### src/pies_pkg.sv
/*
  Shared constants and carrier types for the interrupt entry sequencer.
  Assumes one processor clock; state word bit 0 is the most significant bit.
*/
`default_nettype none
package pies_pkg;
  // State word field positions.
  localparam int SW_KEY_LO = 20;
  localparam int SW_KEY_HI = 23;
  localparam int SW_MX_LO = 24;
  localparam int SW_MX_HI = 31;
  localparam int SW_SIM = 28;
  localparam int SW_ESC = 29;
  localparam int SW_MON = 30;
  localparam int SW_TRC = 31;
  localparam int SW_LEN_LO = 32;
  localparam int SW_LEN_HI = 33;
  localparam int SW_COND_LO = 34;
  localparam int SW_COND_HI = 35;
  localparam int SW_PM_LO = 36;
  localparam int SW_PM_HI = 39;
  localparam int SW_IA_LO = 40;
  localparam int SW_IA_HI = 63;
  // Interrupt levels, index 0 has the highest priority.
  localparam int NLVL = 15;
  localparam logic [3:0] LVL_MC = 4'h0;
  localparam logic [3:0] LVL_PX = 4'h1;
  localparam logic [3:0] LVL_PA = 4'h3;
  localparam logic [3:0] LVL_IO0 = 4'h6;
  // System mask bit per level; MASK_NONE marks a level without one.
  localparam logic [3:0] MASK_NONE = 4'hf;
  localparam logic [3:0] LVL_MASKBIT [0:14] = '{4'h1, 4'h0, 4'hf, 4'hf, 4'h2, 4'h3, 4'h4, 4'h5,
                                                4'h6, 4'h7, 4'h8, 4'h9, 4'ha, 4'hb, 4'hc};
  // Low storage layout.
  localparam logic [23:0] OLD_BASE = 24'h000100;
  localparam logic [23:0] NEW_OFS = 24'h000008;
  localparam logic [23:0] RELOC_BASE = 24'h000200;
  localparam logic [23:0] TRACE_STEP = 24'h000008;
  localparam int LVL_SHIFT = 4;
  localparam int KEY_SHIFT = 3;
  localparam logic [7:0] MON_CODE = 8'h01;
  localparam logic [7:0] BE_ALL = 8'hff;
  localparam logic [7:0] BE_NO_MX = 8'hef;
  // Register byte offsets and control bits.
  localparam logic [4:0] REG_CTRL = 5'h00;
  localparam logic [4:0] REG_NEWHI = 5'h04;
  localparam logic [4:0] REG_NEWLO = 5'h08;
  localparam logic [4:0] REG_SWHI = 5'h0c;
  localparam logic [4:0] REG_SWLO = 5'h10;
  localparam logic [4:0] REG_STAT = 5'h14;
  localparam logic [4:0] REG_TRACE = 5'h18;
  localparam logic [4:0] REG_RELOC = 5'h1c;
  localparam int CTRL_LOAD = 0;
  localparam int CTRL_REL = 1;
  typedef enum logic [1:0] {END_COMPLETE, END_SUPPRESS, END_TERMINATE} pies_end_t;
  typedef enum logic [2:0] {ST_RUN, ST_DECIDE, ST_TRACE, ST_STORE, ST_LOADNEW, ST_LOADREL} pies_st_t;
  // Report of one finished instruction from the execution unit.
  typedef struct packed {
    logic done;
    pies_end_t kind;
    logic [1:0] len;
    logic condWe;
    logic [1:0] condCode;
    logic brTaken;
    logic [23:0] target;
    logic [0:3] pgmExc;
    logic pxReq;
    logic [7:0] code;
  } pies_exec_t;
  // Main storage request, held until acknowledged.
  typedef struct packed {
    logic req;
    logic we;
    logic [7:0] be;
    logic [23:0] addr;
    logic [0:63] wdata;
  } pies_mem_t;
endpackage
`default_nettype wire

### src/pies_entry_sequencer.sv
/*
  Current state word register and the hardware interrupt entry sequence.
  Assumes an execution unit that starts an instruction only while execGo is
  high, a main storage port that acknowledges each request with a one-cycle
  memAck, and I/O channels that write their own codes into low storage.
*/
// The register addresses and the Avalon-MM interface to the registers were decided locally.
// Contract
// - Key in bits 20-23 selects protection, relocation.
// - Bits 28-31 give four independent mode flags.
// - Simulation mode hands interrupts to microprogram.
// - Escape mode checks as key zero.
// - Monitor mode requests analysis before each instruction.
// - Trace mode writes branch entries to storage.
// - Bits 32-33 hold instruction length in halfwords.
// - Bits 36-39 gate four program exceptions.
// - Bits 34-35 hold results code for branches.
// - Bits 40-63 hold next instruction address.
// - Taken branch overwrites instruction address.
// - Finish or cut instruction before entry.
// - Priority accepts; masked-zero requests may drop.
// - Processor code in bits 24-31; channels write theirs.
// - Store current word, address made relative.
// - Read new word, clear length code.
// - Fetch relocation by new key, make absolute.
// - Resample requests after entry, repeat or resume.
// - Maskable level needs its system mask bit.
// - Fixed priority picks among enabled levels.
`timescale 1ns/1ps
`default_nettype none
module pies_entry_sequencer
  import pies_pkg::*;
(
  input wire logic clk,
  input wire logic nrst,
  input wire pies_exec_t execRep,
  input wire logic [NLVL-1:0] irqReq,
  input wire logic [0:63] memRdata,
  input wire logic memAck,
  input wire logic [4:0] avs_address,
  input wire logic avs_read,
  input wire logic avs_write,
  input wire logic [31:0] avs_writedata,
  output logic [31:0] avs_readdata,
  output logic avs_waitrequest,
  output pies_mem_t memOut,
  output logic execGo,
  output logic endEarly,
  output logic simTrap,
  output logic [3:0] simLevel,
  output logic [3:0] protKey,
  output logic [3:0] relocKey,
  output logic [23:0] relocValue,
  output logic monitorMode,
  output logic traceMode
);
  // Every flip-flop of the block lives in this one record.
  typedef struct packed {
    pies_st_t st;
    logic [0:63] stw;
    logic [23:0] reloc;
    logic [3:0] lvl;
    logic pxPend;
    logic monPend;
    logic [7:0] code;
    logic relInstr;
    logic [0:63] newWord;
    logic [23:0] tracePtr;
    logic [23:0] brFrom;
    pies_mem_t mem;
    logic go;
    logic early;
    logic simTrap;
    logic [3:0] simLvl;
    logic [3:0] protKey;
    logic avWait;
    logic [31:0] avData;
  } pies_state_t;

  localparam pies_state_t RESET_VAL = '{st: ST_RUN, avWait: 1'b1, go: 1'b1, default: '0};

  pies_state_t q_ff; // Registered state.
  pies_state_t nxt_q; // Next state.
  logic [NLVL-1:0] req; // Raw request per level.
  logic [NLVL-1:0] en; // Request gated by its mask.
  logic anyEn; // Some enabled request is present.
  logic [3:0] pick; // Highest priority enabled level.
  logic [31:0] rdMux; // Register read value.
  logic pxIn; // Program exception raised this cycle.

  // Per level request source and mask gate.
  genvar g;
  for (g = 0; g < NLVL; g++) begin : g_lvl
    if (g == LVL_PX) begin : g_px
      assign req[g] = q_ff.pxPend;
    end else if (g == LVL_PA) begin : g_pa
      assign req[g] = q_ff.monPend;
    end else begin : g_ext
      assign req[g] = irqReq[g];
    end
    assign en[g] = req[g] & ((LVL_MASKBIT[g] == MASK_NONE) | q_ff.stw[LVL_MASKBIT[g]]);
  end

  always_comb begin
    pick = 4'h0;
    for (int i = NLVL - 1; i >= 0; i--) begin
      if (en[i]) begin
        pick = i[3:0];
      end
    end
  end
  assign anyEn = |en;

  assign pxIn = execRep.done & (execRep.pxReq | |(execRep.pgmExc & q_ff.stw[SW_PM_LO:SW_PM_HI]));

  // Register read multiplexer; unmapped offsets read zero.
  always_comb begin
    case (avs_address)
      REG_CTRL: rdMux = {30'h00000000, q_ff.relInstr, 1'b0};
      REG_NEWHI: rdMux = q_ff.newWord[0:31];
      REG_NEWLO: rdMux = q_ff.newWord[32:63];
      REG_SWHI: rdMux = q_ff.stw[0:31];
      REG_SWLO: rdMux = q_ff.stw[32:63];
      REG_STAT: rdMux = {24'h000000, q_ff.go, q_ff.lvl, q_ff.st};
      REG_TRACE: rdMux = {8'h00, q_ff.tracePtr};
      REG_RELOC: rdMux = {8'h00, q_ff.reloc};
      default: rdMux = 32'h00000000;
    endcase
  end

  // Sequencer, state word updates and bus slave in one next-state process.
  always_comb begin
    nxt_q = q_ff;
    nxt_q.simTrap = 1'b0;
    case (q_ff.st)
      ST_RUN: begin
        if (execRep.done) begin
          nxt_q.go = 1'b0;
          nxt_q.code = execRep.code;
          nxt_q.stw[SW_LEN_LO:SW_LEN_HI] = (execRep.kind == END_COMPLETE) ? 2'h0 : execRep.len;
          nxt_q.stw[SW_IA_LO:SW_IA_HI] = q_ff.stw[SW_IA_LO:SW_IA_HI] + {21'h000000, execRep.len, 1'b0};
          if (execRep.brTaken) begin
            nxt_q.stw[SW_IA_LO:SW_IA_HI] = execRep.target;
          end
          if (execRep.condWe && execRep.kind != END_SUPPRESS) begin
            nxt_q.stw[SW_COND_LO:SW_COND_HI] = execRep.condCode;
          end
          if (q_ff.stw[SW_MON]) begin
            nxt_q.monPend = 1'b1;
          end
          nxt_q.st = ST_DECIDE;
          if (execRep.brTaken && q_ff.stw[SW_TRC]) begin
            nxt_q.mem = '{req: 1'b1, we: 1'b1, be: BE_ALL, addr: q_ff.tracePtr,
                          wdata: {8'h00, q_ff.stw[SW_IA_LO:SW_IA_HI], 8'h00, execRep.target}};
            nxt_q.st = ST_TRACE;
          end
        end
      end
      ST_TRACE: begin
        if (memAck) begin
          nxt_q.mem.req = 1'b0;
          nxt_q.tracePtr = q_ff.tracePtr + TRACE_STEP;
          nxt_q.st = ST_DECIDE;
        end
      end
      ST_DECIDE: begin
        if (!anyEn) begin
          nxt_q.go = 1'b1;
          nxt_q.st = ST_RUN;
        end else if (q_ff.stw[SW_SIM]) begin
          nxt_q.simTrap = 1'b1;
          nxt_q.simLvl = pick;
          nxt_q.go = 1'b1;
          nxt_q.st = ST_RUN;
          if (pick == LVL_PX) begin
            nxt_q.pxPend = 1'b0;
          end
          if (pick == LVL_PA) begin
            nxt_q.monPend = 1'b0;
          end
        end else begin
          // accepted level, lower program exception dropped
          nxt_q.lvl = pick;
          if (pick == LVL_PX || pick == LVL_MC) begin
            nxt_q.pxPend = 1'b0;
          end
          if (pick == LVL_PA) begin
            nxt_q.monPend = 1'b0;
          end
          if (pick < LVL_IO0) begin
            nxt_q.stw[SW_MX_LO:SW_MX_HI] = (pick == LVL_PA) ? MON_CODE : q_ff.code;
          end
          if (q_ff.relInstr) begin
            nxt_q.stw[SW_IA_LO:SW_IA_HI] = q_ff.stw[SW_IA_LO:SW_IA_HI] - q_ff.reloc;
          end
          nxt_q.mem = '{req: 1'b1, we: 1'b1, be: (pick < LVL_IO0) ? BE_ALL : BE_NO_MX,
                        addr: OLD_BASE + {16'h0000, pick, 4'h0}, wdata: nxt_q.stw};
          nxt_q.st = ST_STORE;
        end
      end
      ST_STORE: begin
        if (memAck) begin
          nxt_q.mem.we = 1'b0;
          nxt_q.mem.addr = OLD_BASE + {16'h0000, q_ff.lvl, 4'h0} + NEW_OFS;
          nxt_q.st = ST_LOADNEW;
        end
      end
      ST_LOADNEW: begin
        if (memAck) begin
          nxt_q.stw = memRdata;
          nxt_q.stw[SW_LEN_LO:SW_LEN_HI] = 2'h0;
          nxt_q.mem.addr = RELOC_BASE + {17'h00000, memRdata[SW_KEY_LO:SW_KEY_HI], 3'h0};
          nxt_q.st = ST_LOADREL;
        end
      end
      ST_LOADREL: begin
        if (memAck) begin
          nxt_q.mem.req = 1'b0;
          nxt_q.reloc = memRdata[SW_IA_LO:SW_IA_HI];
          if (q_ff.relInstr) begin
            nxt_q.stw[SW_IA_LO:SW_IA_HI] = q_ff.stw[SW_IA_LO:SW_IA_HI] + memRdata[SW_IA_LO:SW_IA_HI];
          end
          nxt_q.st = ST_DECIDE;
        end
      end
      default: begin
        nxt_q.st = ST_RUN;
      end
    endcase

    // Bus slave: capture on the first cycle, answer on the second.
    if (q_ff.avWait) begin
      if (avs_read || avs_write) begin
        nxt_q.avWait = 1'b0;
        nxt_q.avData = rdMux;
      end
    end else begin
      nxt_q.avWait = 1'b1;
      if (avs_write) begin
        case (avs_address)
          REG_CTRL: begin
            nxt_q.relInstr = avs_writedata[CTRL_REL];
            // A load only starts between instructions, else it is ignored.
            if (avs_writedata[CTRL_LOAD] && q_ff.st == ST_RUN && !execRep.done) begin
              nxt_q.stw = q_ff.newWord;
              nxt_q.stw[SW_LEN_LO:SW_LEN_HI] = 2'h0;
              nxt_q.monPend = q_ff.newWord[SW_MON];
              nxt_q.go = 1'b0;
              nxt_q.mem = '{req: 1'b1, we: 1'b0, be: BE_ALL, wdata: '0,
                            addr: RELOC_BASE + {17'h00000, q_ff.newWord[SW_KEY_LO:SW_KEY_HI], 3'h0}};
              nxt_q.st = ST_LOADREL;
            end
          end
          REG_NEWHI: nxt_q.newWord[0:31] = avs_writedata;
          REG_NEWLO: nxt_q.newWord[32:63] = avs_writedata;
          REG_TRACE: nxt_q.tracePtr = avs_writedata[23:0];
          default: begin
          end
        endcase
      end
    end

    // A fresh exception sets its flag even in the cycle it is cleared.
    if (pxIn) begin
      nxt_q.pxPend = 1'b1;
    end
    // ask for early end on cutting levels
    nxt_q.early = en[LVL_MC] | en[LVL_PX];
    // escape mode checks with key zero
    nxt_q.protKey = nxt_q.stw[SW_ESC] ? 4'h0 : nxt_q.stw[SW_KEY_LO:SW_KEY_HI];
  end

  // Single register for the whole state record.
  always_ff @(posedge clk or negedge nrst) begin
    if (!nrst) begin
      q_ff <= RESET_VAL;
    end else begin
      q_ff <= nxt_q;
    end
  end

  // Outputs taken straight from the state record.
  assign avs_readdata = q_ff.avData;
  assign avs_waitrequest = q_ff.avWait;
  assign memOut = q_ff.mem;
  assign execGo = q_ff.go;
  assign endEarly = q_ff.early;
  assign simTrap = q_ff.simTrap;
  assign simLevel = q_ff.simLvl;
  assign protKey = q_ff.protKey;
  assign relocKey = q_ff.stw[SW_KEY_LO:SW_KEY_HI];
  assign relocValue = q_ff.reloc;
  assign monitorMode = q_ff.stw[SW_MON];
  assign traceMode = q_ff.stw[SW_TRC];
endmodule
`default_nettype wire

### config.mk
export PLATFORM = sky130hd
export DESIGN_NAME = pies_entry_sequencer
export DESIGN_NICKNAME = d
export VERILOG_FILES = /design/src/pies_pkg.sv /design/src/pies_entry_sequencer.sv
export SDC_FILE = /design/constraint.sdc
export NUM_CORES = 1
export LEC_CHECK = 0
export ABC_CLOCK_PERIOD_IN_PS = 3510
export BUFFER_PORTS_ARGS = -buffer_cell sky130_fd_sc_hd__buf_2
export CAP_MARGIN = 10
export CELL_PAD_IN_SITES_DETAIL_PLACEMENT = 1
export CELL_PAD_IN_SITES_GLOBAL_PLACEMENT = 1
export CORE_MARGIN = 2
export CORE_UTILIZATION = 40
export DETAILED_ROUTE_END_ITERATION = 12
export MAX_ROUTING_LAYER = met4
export PLACE_DENSITY = 0.78
export RECOVER_POWER = 100
export SLEW_MARGIN = 20
export SYNTH_ARGS = -nofsm -noshare
export SYNTH_HDL_FRONTEND = slang
export SYNTH_SLANG_ARGS = --single-unit
### constraint.sdc
create_clock -name clk -period 3.51 [get_ports clk]
set_input_delay 0.351 -clock clk [delete_from_list [all_inputs] [get_ports clk]]
set_output_delay 0.351 -clock clk [all_outputs]
set_load 0.05 [all_outputs]
==> run_results.csv, run 1 <==
group,metric,value,unit
status,status,"complete, but fails checks",
status,violations,"max-capacitance violations, max-slew violations",
synthesis,syn_inst,2332,
grt,antenna_found_initial,8,
synthesis,synth_fp_nets,2551,
critical_path,cp.arrival,3.99,ns
critical_path,cp-end-kind,"flip-flop",
job,cap_viol_max_count,4,
floorplanning,row_count,83,
synthesis,synth.top_cells.by_count,"dfrtp_1 (334), nand2_1 (308), nor2_1 (196)",
timing,slew_viol_final,189,
timing,period_needed,3.49,ns
power,peakVddDrop,405,µV
hold_path,hp-class,"in -> reg",
clock_network,clock_latency,0.61,ns
detailed_routing,drtAntennaViolNets,0,
grt,grt_max_degree,105,
critical_path,worstSetupStartpointType,"flip-flop",
floorplanning,start_util,0.405,
floorplanning,core_area,51300,µm²
timing,slew-limit-headroom,-0.592,
critical_path,worstSetupPathType,"reg -> reg",
clock_network,cts.path.max_buffers,3,
power,finalPower,0.0233,W
synthesis,synth_top_area_cell,"dfrtp_1",
detailed_routing,first_pass_iters,8,
cells_and_area,fin_nets,2765,
critical_path,critPathMaxFanout,19,
synthesis,yosysSeqAreaShare,0.405,
clock_network,cts_buffers,41,
clock_network,clk_pin_slew,0.06,ns
synthesis,synth_top_area_frac,0.402,
timing,fin_skew,0.0273,ns
synthesis,syn-mean-instance-area,8.92,µm²
power,p_leak,11.0,nW
clock_network,cts_tree,"yes",
synthesis,synth-edff-count,0,
synthesis,synth_area,20800,µm²
placed_design,gp_congestion,1.02,
timing,hold_violations,0,
clock_network,cts-root-buf,"clkbuf_16",
cells_and_area,drive_above_1_share,0.171,
timing,fin_crit_sh,0.995,
timing,rsz0062_at_grt,"no",
timing,timing.setup.tns,0,ns
detailed_routing,drtIter0Drc,2452,
synthesis,yosys.cell_types.count,82,
placed_design,portBuffers,334,
critical_path,r2r_cells,8,
detailed_routing,wl_per_cell,29.5,µm
floorplanning,die_h,232,µm
detailed_routing,route.detailed.drc,0,
timing,fmax,286,MHz
floorplanning,ios,339,
detailed_routing,viasPerCell,6.28,
clock_network,cts_max_level,2,
timing,tightest_slew,2.39,ns
critical_path,cp.required,4.01,ns
synthesis,synth.most_common_cell,"dfrtp_1",
synthesis,synthArstFlopShare,1.00,
timing,setup_viol,0,
power,cellPowerDensity,975,nW/µm²
grt,grt_pass1_vias,21100,
detailed_routing,routed_wl,96.3,mm
hold_path,min_path_cells,2,
floorplanning,dieArea,53800,µm²
synthesis,synth-seq-cells,336,
grt,grt_use_total,0.362,
grt,grt_pass1_wl,140,mm
placed_design,dp_hpwl,72.0,mm
synthesis,yosys_warnings,0,
detailed_routing,via_count,20500,
synthesis,synth_area_leaders,"dfrtp_1 (40%), buf_4 (6.0%), nand2_1 (5.6%)",
cells_and_area,area_delta_synth_final,14.8,%
floorplanning,die_w,232,µm
synthesis,synth_flop_cell,"dfrtp_1",
grt,grt_overflow,0,
clock_network,numClockSinks,336,
placed cells by master (no fill, tap or decap), types with 25 or more instances in the layout:
| cell type | count |
|---|---|
| mux2_2 | 74 |
| dfrtp_1 | 334 |
| clkbuf_1 | 198 |
| nand3_1 | 61 |
| ha_1 | 49 |
| mux2i_1 | 63 |
| clkbuf_16 | 41 |
| nor2_1 | 195 |
| a22oi_1 | 47 |
| inv_1 | 43 |
| o21ai_0 | 152 |
| a22o_1 | 43 |
| nor3_1 | 25 |
| nand2_1 | 307 |
| xnor2_1 | 33 |
| buf_2 | 163 |
| a21o_1 | 27 |
| a221oi_1 | 32 |
| a222oi_1 | 39 |
| buf_4 | 90 |
| xor2_1 | 26 |
| a21oi_1 | 184 |
what timing repair did:
item                       in CTS  in global routing
buffers inserted                0                  0
gates resized for setup         0                  3
hold buffers                   18                  0
setup endpoints to repair       0                  4
hold endpoints to repair      100                  0
layout make-up:
type	instances	area, µm²
Fill cell	6101	27400
Multi-Input combinational cell	1642	10400
Sequential cell	336	8410
Timing Repair Buffer	480	2540
Clock buffer	56	1190
Tap cell	680	851
Clock inverter	19	259
Inverter	45	169
Antenna cell	9	22.5
report_power, final:
group	internal, W	switching, W	leakage (nW)	total, W
clock network	0.00270	0.00194	0.714	0.00465
logic	0.00367	0.00836	5.98	0.0120
registers	0.00509	0.00151	4.30	0.00661
sequential cells by signal, indices dropped and copies added (netlist names):
register and flops:
avs_readdata 32, avs_waitrequest 1, en 1, endEarly 1
execGo 1, memOut 98, monitorMode 1, protKey 4
q_ff 163, relocKey 4, relocValue 24, simLevel 4
simTrap 1, traceMode 1
cells by family (layout without fill, tap and decap cells):
group	after synthesis	after routing	share of synthesized area
simple gates	715	715	0.152
compound gates	679	679	0.219
buf+inv	354	600	0.0959
flops	336	336	0.405
mux	137	137	0.0704
xor+xnor	59	59	0.0249
fa+ha+maj	52	52	0.0324
other cells	0	9	0
routing by layer:
metal | part of all wire | vias to the layer above | global-route usage
met5 | 0 | - | -
met1 | 0.40 | 10500 | 0.456
met4 | 0.053 | 0 | 0.179
met3 | 0.078 | 251 | 0.0572
met2 | 0.47 | 1047 | 0.568
li1 | - | 8732 | -
through the flow:
stage,cells,hold WS [ns],util,setup slack (ns),instance area (µm²)
2_1_floorplan,2332,0.0554,-,0.745,20800
4_1_cts,3258,0.000800,0.472,0.180,24200
3_3_place_gp,3165,0.396,0.440,0.189,22600
5_1_grt,3267,0.0258,0.465,0.00931,23900
3_5_place_dp,3165,0.405,0.440,0.122,22600
6_report,3267,0.0221,0.465,0.0171,23900
final timing paths:
check                             startpoint          to  slack (ns)
max                                q_ff[358]  memOut[51]        0.02
min                        avs_writedata[26]   q_ff[248]        0.02
max reg2reg                        q_ff[358]  memOut[51]        0.02
min reg2reg                       memOut[90]  memOut[90]        0.47
max in group asynchronous               nrst  memOut[41]        0.52
min in group asynchronous               nrst   q_ff[308]        0.95
critical path: stages (launching register included):
cell      delay [ns]
dfrtp_1         0.52
or2_2           0.35
nor2_1          0.19
clkbuf_1        0.48
and2_2          0.66
clkbuf_2        0.39
a221o_1         0.45
o21ai_0         0.15
a21oi_1         0.17
Power figures use the tool's default switching activity.
==> run 2: changes to the inputs <==
--- a/config.mk
+++ b/config.mk
@@ -14,9 +14,10 @@
 export CORE_UTILIZATION = 40
 export DETAILED_ROUTE_END_ITERATION = 12
 export MAX_ROUTING_LAYER = met4
-export PLACE_DENSITY = 0.78
+export PLACE_DENSITY = 0.82
 export RECOVER_POWER = 100
 export SLEW_MARGIN = 20
 export SYNTH_ARGS = -nofsm -noshare
 export SYNTH_HDL_FRONTEND = slang
 export SYNTH_SLANG_ARGS = --single-unit
+export TNS_END_PERCENT = 20
==> run_results.csv, run 2 (synthesis results as in run 1) <==
group,metric,value,unit
clock_network,clock_latency,0.59,ns
cells_and_area,fin_util,0.464,
critical_path,cp-end-kind,"flip-flop",
clock_network,cts_buffers,39,
power,seqPwrFrac,0.286,
power,internal_power,0.0114,W
floorplanning,dieArea,53800,µm²
clock_network,cts-root-buf,"clkbuf_16",
timing,tightest_slew,2.81,ns
cells_and_area,largest_reg_flops,163,
placed_design,gp_congestion,1.03,
status,violations,"max-capacitance violations, max-slew violations",
status,status,"complete, but fails checks",
detailed_routing,drtIter0Drc,2391,
placed_design,pre_cts_ws,0.0933,ns
grt,grtUsageMet2,0.572,
cells_and_area,largest-register,"q_ff",
critical_path,worstSetupStartpointType,"flip-flop",
timing,slew_viol_final,191,
power,p_switching,0.0117,W
detailed_routing,route.detailed.drc,0,
cells_and_area,drive_above_1_share,0.171,
critical_path,critPathMaxFanout,4,
cells_and_area,fill_cells,6103,
detailed_routing,drtAntennaViolNets,0,
grt,grt_use_total,0.366,
timing,slew-limit-headroom,-0.872,
timing,period_needed,3.37,ns
timing,timing.setup.tns,0,ns
clock_network,cts_tree,"yes",
clock_network,cts_max_level,2,
floorplanning,core_area,51300,µm²
power,cellPowerDensity,972,nW/µm²
grt,use_met1,0.467,
critical_path,cp.arrival,3.82,ns
detailed_routing,via_count,20600,
hold_path,hp-class,"in -> reg",
cells_and_area,layout_commonest_cell,"dfrtp_1",
clock_network,numClockSinks,336,
critical_path,worstSetupPathType,"reg -> reg",
floorplanning,die_h,232,µm
power,p_clk_frac,0.193,
grt,antenna_found_initial,8,
floorplanning,die_w,232,µm
grt,grt_pass1_vias,20800,
power,switching_share,0.508,
critical_path,cp.required,3.97,ns
power,finalPower,0.0231,W
timing,rsz0062_at_grt,"no",
detailed_routing,viasPerCell,6.34,
cells_and_area,fin_area,23800,µm²
floorplanning,row_count,83,
timing,hold_violations,0,
timing,fin_crit_sh,0.959,
grt,grt_pass1_wl,141,mm
cells_and_area,final_cell_mix,"dfrtp_1 (334), nand2_1 (308), nor2_1 (196)",
grt,busiest_layer,"met2",
power,pwr-share-comb,0.521,
grt,met3_usage,0.0468,
placed_design,dp_hpwl,72.4,mm
cells_and_area,fin_nets,2753,
clock_network,clk_pin_slew,0.06,ns
cells_and_area,area_delta_synth_final,14.4,%
power,peakVddDrop,410,µV
detailed_routing,routed_wl,97.2,mm
timing,final.setup.worst_slack,0.144,ns
timing,setup_viol,0,
job,cap_viol_max_count,4,
detailed_routing,wl_per_cell,29.9,µm
clock_network,cts.path.max_buffers,3,
power,p_leak,11.0,nW
timing,fin_skew,0.0283,ns
detailed_routing,first_pass_iters,7,
timing,fmax,297,MHz
floorplanning,ios,339,
grt,grt_max_degree,93,
floorplanning,start_util,0.405,
placed_design,placed_cell_area,22600,µm²
placed_design,portBuffers,334,
grt,grt_overflow,0,
[run 2: cell types whose count changed in the layout (fill, tap and decap cells not counted), sizes merged]
cell / previous run / this run
buf: 258 / 265
bufinv: 4 / 6
clkbuf: 260 / 247
clkinv: 14 / 12
clkinvlp: 2 / 0
diode: 9 / 10
dlygate4sd3: 18 / 9
[run 2: critical path, cell delays in order (launching register included)]
cell and delay [ns]:
dfrtp_1 0.50, inv_1 0.10, ha_1 0.36, a21o_1 0.18, or3_1 0.31, o21ai_1 0.25, o21ai_1 0.19, a211o_1 0.39
a311oi_1 0.35, mux2i_1 0.30, o211ai_1 0.12, o22a_1 0.17
[run 2: power groups by stage]
| stage | Sequential, W | Combinational (W) | Clock [W] |
|---|---|---|---|
| after global placement | 0.00650 | 0.0116 | 0 |
| after CTS | 0.00652 | 0.0120 | 0.00450 |
| after global routing | 0.00669 | 0.0128 | 0.00466 |
| final | 0.00661 | 0.0120 | 0.00446 |
| after detailed placement | 0.00657 | 0.0119 | 0 |
| after floorplan | 0.00598 | 0.00870 | 0 |
[run 2: final timing paths]
check | from | end | slack (ns) | cells after the start
hold reg to reg | memOut[90] | memOut[90] | 0.47 | 1
setup reg to reg | relocValue[4] | q_ff[310] | 0.14 | 11
min in group asynchronous | nrst | q_ff[311] | 1.22 | 2
setup / recovery | relocValue[4] | q_ff[310] | 0.14 | 11
hold / removal | execRep[5] | q_ff[260] | 0.01 | 3
max in group asynchronous | nrst | avs_waitrequest | 0.44 | 3
[run 2: final cells by class]
cell class,instances,area (µm²),share of cell area
diodes,10,25.0,0.00105
clock buffers,51,1090,0.0459
clock inverters,17,275,0.0116
inverters,45,169,0.00710
multi-input cells,1642,10400,0.439
flip-flops and latches,336,8410,0.353
well taps,680,851,0.0358
repair buffers,470,2530,0.106
[run 2: per-stage QoR]
step           cells  hold slack [ns]
5_1_grt         3249           0.0229
3_5_place_dp    3164            0.450
4_1_cts         3241         0.000289
2_1_floorplan   2332           0.0554
3_3_place_gp    3164            0.448
6_report        3251           0.0116
[run 2: timing repair]
item                                    4_1_cts  5_1_grt
gates resized for setup                       0        7
endpoints found under the setup margin        0        6
hold endpoints to repair                     96        0
hold buffers                                  9        0
setup buffers                                 0        0
[run 2: per-layer routing]
| layer | vias up | wire, µm |
|---|---|---|
| met5 | - | 0 |
| met4 | 0 | 6110 |
| met3 | 310 | 7480 |
| met2 | 1178 | 44600 |
| met1 | 10400 | 39000 |
| li1 | 8695 | - |
